`src/pcg_map.svh`:
```
`ifndef PCG_MAP_SVH
`define PCG_MAP_SVH
// ---------------------------------------------------------------------------
// register word addresses
// ---------------------------------------------------------------------------
`define PCG_CH_STRIDE 7'h08
`define PCG_OFS_VSTART 3'h0
`define PCG_OFS_VDUR 3'h1
`define PCG_OFS_HSTART 3'h2
`define PCG_OFS_HDUR 3'h3
`define PCG_OFS_CTRL 3'h4
`define PCG_ADDR_OUT_FMT 7'h50
`define PCG_ADDR_IN_FMT 7'h51
`define PCG_ADDR_LINE 7'h52
`define PCG_ADDR_PIXEL 7'h53
// ---------------------------------------------------------------------------
// field positions
// ---------------------------------------------------------------------------
`define PCG_CTRL_POL_BIT 0
`define PCG_CTRL_TOG_BIT 1
`define PCG_OUT_FMT_INV_EN_BIT 3
`define PCG_OUT_FMT_INV_SENSE_BIT 4
`define PCG_IN_FMT_BLANK_EN_BIT 6
// ---------------------------------------------------------------------------
// reset values, timing counts and channel numbers
// ---------------------------------------------------------------------------
`define PCG_RST_TIMING 16'h0000
`define PCG_RST_CTRL 8'h00
`define PCG_RST_FMT 8'h00
`define PCG_DATA_LEAD 4
`define PCG_INV_CHANNEL 0
`define PCG_BLANK_CHANNEL 9
`endif

```
`src/pcg_pkg.sv`:
```
package pcg_pkg;
  typedef logic [15:0] pcg_word_t;
  typedef logic [7:0] pcg_ctrl_t;
  typedef enum logic [2:0] {
    PCG_F_VSTART,
    PCG_F_VDUR,
    PCG_F_HSTART,
    PCG_F_HDUR,
    PCG_F_CTRL
  } pcg_field_t;
endpackage : pcg_pkg

```
`src/pcg_pulse_gen.sv`:
```
`timescale 1ns/100ps
`default_nettype none
`include "pcg_map.svh"

// Summary of operation
// vertical component enabled from vertical start line for vertical duration lines.
// horizontal component asserted at horizontal start pixel for horizontal duration pixels.
// horizontal pulses only on lines where vertical component is enabled.
// all four timing values zero gives constant output equal to polarity bit 0.
// vertical values zero, horizontal nonzero: pulse on every line.
// horizontal duration zero: one multi-line pulse from start line/pixel to start+duration.
// all values nonzero: one pulse per line within the line band.
// polarity bit one makes pulses active low, zero active high.
// control bit 1 selects toggle mode, otherwise toggling is off.
// toggle mode inverts the output on each rising edge of the pulse.
// software programs an odd number of toggle edges per frame.
// software keeps horizontal duration nonzero in toggle mode.
// pixel count starts four clocks before first pixel data leaves.
// output format bit 3 lets channel 0 invert outgoing colour data.
// input format bit 6 lets channel 9 blank data, lane clock and start pulse.
// pixel counter runs at the pixel clock and covers at least 2048 counts.
// ten identical channels, each with its own five registers.
// pixel count restarts each line, line count each frame, first line is one.
module pcg_pulse_gen #(
  parameter int CHANNELS = 10,
  parameter int CNT_W = 12,
  parameter int DATA_W = 18
) (
  // clock and reset
  input wire logic clk_sys,
  input wire logic rst,
  // register port
  input wire logic [6:0] reg_addr,
  input wire logic [15:0] reg_wdata,
  input wire logic reg_wr,
  input wire logic reg_rd,
  output logic [15:0] reg_rdata,
  // video timing and data pins
  input wire logic line_start_pin,
  input wire logic frame_start_pin,
  input wire logic [DATA_W-1:0] pixel_data_pin,
  // panel driver side
  output logic [CHANNELS-1:0] programmable_control_output,
  output logic [DATA_W-1:0] colour_data_out,
  output logic serial_lane_clock_en,
  output logic column_start_pulse
);

  // ---------------------------------------------------------------------------
  // parameter checks
  // ---------------------------------------------------------------------------
  generate
    if (CNT_W < 12 || CNT_W > 16) begin : gen_bad_cnt_w
      // below 12 bits a line cannot reach 2048 counts; above 16 the register port cannot hold it
      $error("pcg_pulse_gen: CNT_W must be 12..16");
    end
    if (CHANNELS != 10) begin : gen_bad_channels
      // the map gives eight words per channel and puts the format registers right after ten of them
      $error("pcg_pulse_gen: ten channels expected");
    end
    if (DATA_W < 1) begin : gen_bad_data_w
      $error("pcg_pulse_gen: DATA_W must be positive");
    end
  endgenerate

  // ---------------------------------------------------------------------------
  // pin synchronisers
  // ---------------------------------------------------------------------------
  logic line_meta;
  logic line_sync;
  logic line_prev;
  logic frame_meta;
  logic frame_sync;
  logic frame_prev;
  logic [DATA_W-1:0] data_meta;
  logic [DATA_W-1:0] data_sync;

  always_ff @(posedge clk_sys) begin
    if (rst) begin
      line_meta <= 1'b0;
      line_sync <= 1'b0;
      line_prev <= 1'b0;
      frame_meta <= 1'b0;
      frame_sync <= 1'b0;
      frame_prev <= 1'b0;
    end else begin
      line_meta <= line_start_pin;
      line_sync <= line_meta;
      line_prev <= line_sync;
      frame_meta <= frame_start_pin;
      frame_sync <= frame_meta;
      frame_prev <= frame_sync;
    end
  end

  // data is never reset: it flows to colour_data_out whether or not a line has started
  always_ff @(posedge clk_sys) begin
    data_meta <= pixel_data_pin;
    data_sync <= data_meta;
  end

  logic line_edge;
  logic frame_edge;
  assign line_edge = line_sync & ~line_prev;
  assign frame_edge = frame_sync & ~frame_prev;

  // ---------------------------------------------------------------------------
  // line and pixel counters
  // ---------------------------------------------------------------------------
  logic [CNT_W-1:0] pix_cnt;
  logic [CNT_W-1:0] line_cnt;
  logic line_seen;

  // pixel count saturates rather than wrap, so a missing line strobe
  // cannot fire channels a second time in the same line
  always_ff @(posedge clk_sys) begin
    if (rst) begin
      pix_cnt <= '0;
    end else if (line_edge) begin
      pix_cnt <= CNT_W'(1);
    end else if (line_seen && pix_cnt != '1) begin
      pix_cnt <= pix_cnt + CNT_W'(1);
    end
  end

  always_ff @(posedge clk_sys) begin
    if (rst) begin
      line_cnt <= '0;
      line_seen <= 1'b0;
    end else if (line_edge) begin
      line_seen <= 1'b1;
      if (frame_edge || frame_sync) begin
        line_cnt <= CNT_W'(1);
      end else if (line_cnt != '1) begin
        line_cnt <= line_cnt + CNT_W'(1);
      end
    end
  end

  // ---------------------------------------------------------------------------
  // registers
  // ---------------------------------------------------------------------------
  logic [CNT_W-1:0] vstart [CHANNELS];
  logic [CNT_W-1:0] vdur [CHANNELS];
  logic [CNT_W-1:0] hstart [CHANNELS];
  logic [CNT_W-1:0] hdur [CHANNELS];
  pcg_pkg::pcg_ctrl_t ctrl [CHANNELS];
  pcg_pkg::pcg_ctrl_t out_fmt;
  pcg_pkg::pcg_ctrl_t in_fmt;

  logic [3:0] acc_ch;
  logic [2:0] acc_fld;
  logic acc_in_ch;
  assign acc_ch = reg_addr[6:3];
  assign acc_fld = reg_addr[2:0];
  assign acc_in_ch = reg_addr < 7'(CHANNELS * 8);

  always_ff @(posedge clk_sys) begin
    if (rst) begin
      for (int i = 0; i < CHANNELS; i++) begin
        vstart[i] <= CNT_W'(`PCG_RST_TIMING);
        vdur[i] <= CNT_W'(`PCG_RST_TIMING);
        hstart[i] <= CNT_W'(`PCG_RST_TIMING);
        hdur[i] <= CNT_W'(`PCG_RST_TIMING);
        ctrl[i] <= `PCG_RST_CTRL;
      end
    end else if (reg_wr && acc_in_ch) begin
      case (acc_fld)
        `PCG_OFS_VSTART: vstart[acc_ch] <= reg_wdata[CNT_W-1:0];
        `PCG_OFS_VDUR: vdur[acc_ch] <= reg_wdata[CNT_W-1:0];
        `PCG_OFS_HSTART: hstart[acc_ch] <= reg_wdata[CNT_W-1:0];
        `PCG_OFS_HDUR: hdur[acc_ch] <= reg_wdata[CNT_W-1:0];
        `PCG_OFS_CTRL: ctrl[acc_ch] <= reg_wdata[7:0];
        default: ;
      endcase
    end
  end

  always_ff @(posedge clk_sys) begin
    if (rst) begin
      out_fmt <= `PCG_RST_FMT;
      in_fmt <= `PCG_RST_FMT;
    end else if (reg_wr) begin
      if (reg_addr == `PCG_ADDR_OUT_FMT) begin
        out_fmt <= reg_wdata[7:0];
      end
      if (reg_addr == `PCG_ADDR_IN_FMT) begin
        in_fmt <= reg_wdata[7:0];
      end
    end
  end

  // unmapped addresses read as zero
  always_ff @(posedge clk_sys) begin
    if (rst) begin
      reg_rdata <= '0;
    end else if (reg_rd) begin
      reg_rdata <= '0;
      if (acc_in_ch) begin
        case (acc_fld)
          `PCG_OFS_VSTART: reg_rdata <= 16'(vstart[acc_ch]);
          `PCG_OFS_VDUR: reg_rdata <= 16'(vdur[acc_ch]);
          `PCG_OFS_HSTART: reg_rdata <= 16'(hstart[acc_ch]);
          `PCG_OFS_HDUR: reg_rdata <= 16'(hdur[acc_ch]);
          `PCG_OFS_CTRL: reg_rdata <= 16'(ctrl[acc_ch]);
          default: reg_rdata <= '0;
        endcase
      end else if (reg_addr == `PCG_ADDR_OUT_FMT) begin
        reg_rdata <= 16'(out_fmt);
      end else if (reg_addr == `PCG_ADDR_IN_FMT) begin
        reg_rdata <= 16'(in_fmt);
      end else if (reg_addr == `PCG_ADDR_LINE) begin
        reg_rdata <= 16'(line_cnt);
      end else if (reg_addr == `PCG_ADDR_PIXEL) begin
        reg_rdata <= 16'(pix_cnt);
      end
    end
  end

  // ---------------------------------------------------------------------------
  // channels
  // ---------------------------------------------------------------------------
  logic [CHANNELS-1:0] raw_q;
  logic [CHANNELS-1:0] tog_q;

  genvar g;
  generate
    for (g = 0; g < CHANNELS; g++) begin : gen_ch
      logic [CNT_W:0] v_end;
      logic [CNT_W:0] h_end;
      logic v_zero;
      logic h_zero;
      logic all_zero;
      logic v_en;
      logic h_on;
      logic band_on;
      logic next_raw;
      // the ends carry one extra bit so start plus duration cannot wrap to a small count
      assign v_end = {1'b0, vstart[g]} + {1'b0, vdur[g]};
      assign h_end = {1'b0, hstart[g]} + {1'b0, hdur[g]};
      assign v_zero = vstart[g] == '0 && vdur[g] == '0;
      assign h_zero = hstart[g] == '0 && hdur[g] == '0;
      assign all_zero = v_zero && h_zero;
      // line band; with both vertical values zero every line is in band
      assign v_en = v_zero || ({1'b0, line_cnt} >= {1'b0, vstart[g]} && {1'b0, line_cnt} < v_end);
      assign h_on = {1'b0, pix_cnt} >= {1'b0, hstart[g]} && {1'b0, pix_cnt} < h_end;
      // multi-line span from (start line, start pixel) to (end line, start pixel)
      assign band_on = ({1'b0, line_cnt} > {1'b0, vstart[g]} ||
                        (line_cnt == vstart[g] && pix_cnt >= hstart[g])) &&
                       ({1'b0, line_cnt} < v_end ||
                        ({1'b0, line_cnt} == v_end && pix_cnt < hstart[g]));
      always_comb begin
        if (all_zero || !line_seen) begin
          next_raw = 1'b0;
        end else if (hdur[g] == '0 && !v_zero) begin
          next_raw = band_on;
        end else begin
          next_raw = v_en && h_on;
        end
      end

      always_ff @(posedge clk_sys) begin
        if (rst) begin
          raw_q[g] <= 1'b0;
        end else begin
          raw_q[g] <= next_raw;
        end
      end

      // toggle state holds across frames so odd edge counts alternate polarity
      always_ff @(posedge clk_sys) begin
        if (rst) begin
          tog_q[g] <= 1'b0;
        end else if (!ctrl[g][`PCG_CTRL_TOG_BIT]) begin
          tog_q[g] <= 1'b0;
        end else if (next_raw && !raw_q[g]) begin
          tog_q[g] <= ~tog_q[g];
        end
      end

      always_ff @(posedge clk_sys) begin
        if (rst) begin
          programmable_control_output[g] <= 1'b0;
        end else if (ctrl[g][`PCG_CTRL_TOG_BIT]) begin
          programmable_control_output[g] <= tog_q[g] ^ ctrl[g][`PCG_CTRL_POL_BIT];
        end else begin
          programmable_control_output[g] <= raw_q[g] ^ ctrl[g][`PCG_CTRL_POL_BIT];
        end
      end
    end
  endgenerate

  // ---------------------------------------------------------------------------
  // colour data path
  // ---------------------------------------------------------------------------
  // the data lag equals the control path lag plus the lead, so a channel
  // programmed at count c lines up with data leaving at count c minus the lead
  localparam int LAG = `PCG_DATA_LEAD + 1;
  logic [DATA_W-1:0] data_pipe [LAG];
  logic [LAG-1:0] start_pipe;

  always_ff @(posedge clk_sys) begin
    data_pipe[0] <= data_sync;
    for (int i = 1; i < LAG; i++) begin
      data_pipe[i] <= data_pipe[i-1];
    end
  end

  always_ff @(posedge clk_sys) begin
    if (rst) begin
      start_pipe <= '0;
    end else begin
      start_pipe <= {start_pipe[LAG-2:0], line_edge};
    end
  end

  logic inv_on;
  logic blank_on;
  assign inv_on = out_fmt[`PCG_OUT_FMT_INV_EN_BIT] &&
                  programmable_control_output[`PCG_INV_CHANNEL] == out_fmt[`PCG_OUT_FMT_INV_SENSE_BIT];
  assign blank_on = in_fmt[`PCG_IN_FMT_BLANK_EN_BIT] && !programmable_control_output[`PCG_BLANK_CHANNEL];

  always_ff @(posedge clk_sys) begin
    if (rst) begin
      colour_data_out <= '0;
      serial_lane_clock_en <= 1'b0;
      column_start_pulse <= 1'b0;
    end else begin
      // blanking wins over inversion so a blanked lane never shows all ones
      if (blank_on) begin
        colour_data_out <= '0;
      end else if (inv_on) begin
        colour_data_out <= ~data_pipe[LAG-1];
      end else begin
        colour_data_out <= data_pipe[LAG-1];
      end
      serial_lane_clock_en <= !blank_on;
      column_start_pulse <= start_pipe[LAG-1] && !blank_on;
    end
  end

endmodule : pcg_pulse_gen
`default_nettype wire

```
`config.mk`:
```
export PLATFORM = sky130hd
export DESIGN_NAME = pcg_pulse_gen
export DESIGN_NICKNAME = d
export VERILOG_FILES = /design/src/pcg_pkg.sv /design/src/pcg_pulse_gen.sv
export VERILOG_INCLUDE_DIRS = /design/src /design/src/src
export SDC_FILE = /design/constraint.sdc
export NUM_CORES = 2
export LEC_CHECK = 0
export ABC_AREA = 0
export BUFFER_PORTS_ARGS = -buffer_cell sky130_fd_sc_hd__buf_2
export CAP_MARGIN = 15
export CORE_AREA = 2 2 336 338
export CTS_CLUSTER_SIZE = 14
export DETAILED_ROUTE_END_ITERATION = 6
export DIE_AREA = 0 0 338 340
export HOLD_SLACK_MARGIN = 0.15
export PLACE_DENSITY = 0.73
export SYNTH_ARGS = -nofsm -noshare
export SYNTH_HDL_FRONTEND = slang
export SYNTH_SLANG_ARGS = --single-unit
```
`constraint.sdc`:
```
create_clock -name clk_sys -period 5.85 [get_ports clk_sys]
set_clock_uncertainty 0.1 [all_clocks]
set_input_delay 1.17 -clock clk_sys [delete_from_list [all_inputs] [get_ports clk_sys]]
set_output_delay 1.17 -clock clk_sys [all_outputs]
set_load 0.01 [all_outputs]
```
==> flow_metrics.tcl <==
set metrics [dict create \
    max-cap-violations 0 \
    cts_hold_buf 0 \
    holdPathEnd "data_pipe[0][64]$_DFF_P_" \
    rr_endpoint "tog_q[9]$_SDFFE_PP0P_" \
    io-pin-count 93 \
    status "complete, no violations" \
    netlist_area_sq_um 66200 \
    postSynthAreaPerCell_sq_um 11.7 \
    synth_compound_area_share_pct 8.72 \
    worstSetupPathType "flop to flop" \
    r2r_slack_ps 280 \
    max_freq_ghz 0.180 \
    synth_edf_count 896 \
    min_path_type "flop to flop" \
    start_kind "flop" \
    dieArea_sq_um 115000 \
    met1_usage_pct 50.2 \
    worstHoldStart "data_pipe[0][46]$_DFF_P_" \
    setup_viol 0 \
    synth_top_family_by_area "adder cells" \
    min_delay_path_depth 0 \
    dr.pass1.iters 6 \
    crit_required_ps 6400 \
    cts_made_buffers 117 \
    cts_sinks 1135 \
    synth_mux_area_share_pct 10.2 \
    area_delta_synth_final_pct 12.2 \
    io_buffers 84 \
    finalNetCount 6955 \
    critPathSlowestCell "nor4_2" \
    p_per_area_nw_per_um2 272 \
    clock_path_buffers 3 \
    busiest_layer "met2" \
    synth-main-ff-cell "edfxtp_1" \
    antenna_found_initial 32 \
    wl_per_cell_um 28.5 \
    synthCells 5666 \
    fin_crit_ps 5570 \
    slew_viol_final 0 \
    initial_core_util_pct 59.3 \
    relSlewSlack_pct 17.3 \
    crit_path_max_fanout 4 \
    wirelength_um 222000 \
    endpoint_kind "flop" \
    use_met2_pct 56.4 \
    rows 123 \
    yosys.area_share.adder_pct 14.1 \
    drt.antenna.violating_nets 0 \
    drt_iter0_drc 6927 \
    core_sq_um 112000 \
    dp_hpwl_um 167000 \
    synth_seq_cells 1135 \
    p_leak_nw 30.2 \
    finish.utilization_pct 66.5 \
    setup_slack_ps 285 \
    critPathTopFamily "simple AND/OR/NAND/NOR gates" \
    cts_tree "done" \
    synthSimpleGateAreaFrac_pct 13.1 \
    peakVddDrop_uv 308 \
    cts-root-buf "clkbuf_16" \
    grt-ovfl-total 0 \
    preCtsSetupSlack_ps 181 \
    rsz0062_at_grt "false" \
    crit_path_max_incr_delay_ps 680 \
    finalCritPeriodShare_pct 95.1 \
    route.detailed.drc 0 \
    clk_pin_slew_ps 60 \
    place.gp.congestion 1.09 \
    grt_max_degree 76 \
    die_h_um 340 \
    hold_violations 0 \
    vias 51300 \
    r2r_start "vstart[9][1]$_DFFE_PP_" \
    cp.arrival_ps 6110 \
    drive_above_1_share_pct 11.4 \
    clock_latency_ps 760 \
    yosys_warnings 0 \
    grt_pass1_wl_um 317000 \
    rr_worst_depth 18 \
    finalSetupTns_ps 0 \
    synthXorXnorAreaFrac_pct 2.78 \
    routed_via_density 6.59 \
    yosysSeqAreaShare_pct 47.9 \
    htree_levels 3 \
    grt.met3_usage_pct 12.0 \
    fp.dieW_um 338 \
    crit_chain "ha_1, a21o_1, a21oi_1, o21ai_0, a31oi_1, nor2b_1, o21a_1, o41ai_1, xor2_1, ha_1, nand3_1, or2_2, nor4_2, nand4_1, o211ai_1, nand4_1, or3_1, a21oi_1" \
    place_inst 7554 \
    grt.total_usage_pct 38.5 \
    cp.buffers_inverters 0 \
    fin_cells 7791 \
    ys_async_sr_fraction_pct 0 \
    worstMarginPinSlew_ps 1230 \
    synth_cell_types 81 \
    first_global_vias 48800 \
]
==> worst max path at each step <==
stage,slack [ps],to,cells after the start,from
after detailed placement,180,tog_q[9]$_SDFFE_PP0P_,18,vstart[9][1]$_DFFE_PP_
after floorplan,1570,tog_q[8]$_SDFFE_PP0P_,18,vstart[8][0]$_SDFFCE_PN0P_
after CTS,50,tog_q[9]$_SDFFE_PP0P_,18,vstart[9][1]$_DFFE_PP_
after global placement,260,tog_q[9]$_SDFFE_PP0P_,18,vstart[9][1]$_DFFE_PP_
after global routing,110,tog_q[9]$_SDFFE_PP0P_,18,vstart[9][1]$_DFFE_PP_
final,280,tog_q[9]$_SDFFE_PP0P_,18,vstart[9][1]$_DFFE_PP_
==> metal layers <==
metal	vias to the layer above	part of all wire, %
li1	22100	-
met1	24800	36
met2	3652	42
met3	817	15
met4	18	7.1
met5	-	0.047
==> cell type report <==
cell class	instances	area (sq um)
Antenna cell	17	42.5
Fill cell	8307	37300
Sequential cell	1135	31700
Clock buffer	149	3190
Timing Repair Buffer	210	1510
Inverter	361	1360
Multi-Input combinational cell	4351	33700
Clock inverter	68	878
Tap cell	1500	1880
==> synthesized netlist by cell type (all sizes together), types with 21 or more instances <==
cell | count | area, sq um
xor2 | 141 | 1230
clkbuf | 77 | 289
and2 | 55 | 344
a211oi | 49 | 368
xnor2 | 69 | 604
nand3 | 103 | 515
o21a | 42 | 315
nand2 | 321 | 1210
nor3 | 114 | 576
a31oi | 30 | 188
nor4 | 139 | 876
nor2 | 753 | 2830
mux2i | 39 | 390
or3 | 21 | 131
a221oi | 21 | 184
dfxtp | 239 | 4780
o21bai | 37 | 278
buf | 81 | 448
nor2b | 70 | 438
o21ai | 197 | 986
o31ai | 21 | 158
edfxtp | 896 | 26900
a21o | 75 | 563
nand4 | 100 | 626
ha | 712 | 8910
a21oi | 257 | 1290
inv | 361 | 1360
mux4 | 280 | 6310
o211ai | 37 | 278
and3 | 49 | 307
nand2b | 60 | 375
==> cells by family (layout without fill, tap and decap cells) <==
family / after synthesis / after routing
compound gates: 900 / 900
xor+xnor: 210 / 210
fa+ha+maj: 732 / 732
buf+inv: 519 / 788
flops: 1135 / 1135
mux: 325 / 325
other cells: 1 / 357
simple gates: 1844 / 1844
==> through the flow <==
step	hold WS, ps	power (mW)	cell area [sq um]
2_1_floorplan	210	11.4	67400
3_3_place_gp	210	12.3	70100
3_5_place_dp	212	12.3	70100
4_1_cts	226	20.1	74200
5_1_grt	228	20.8	74200
6_report	223	20.2	74200
==> report_power, final <==
part,internal (mW),switching (mW),total [mW],leakage (nW)
clock network,4.59,3.30,7.89,1.97
registers,9.10,0.411,9.51,10.5
logic,1.17,1.64,2.81,17.7
==> what timing repair did <==
item	4_1_cts	5_1_grt
gates resized for setup	0	1
setup endpoints to repair	0	1
setup buffers	0	0
==> cell usage in the layout (no fill, tap or decap), types with 121 or more instances in the layout <==
cell       count
conb_1       340
a21oi_1      257
edfxtp_1     896
inv_1        359
xor2_1       141
clkbuf_16    121
nor4_1       137
mux4_2       280
o21ai_0      195
dfxtp_1      236
nor2_1       752
ha_1         712
nand2_1      319
==> flip-flops by register name (all words and copies together) (netlist names), 12 cells and up <==
register / flops
line_cnt: 12
data_pipe: 90
pix_cnt: 12
data_meta: 18
vstart: 192
vdur: 192
ctrl: 128
colour_data_out: 18
data_sync: 18
hstart: 192
hdur: 192
reg_rdata: 12
Note: power is estimated with default switching activity, not from simulation.
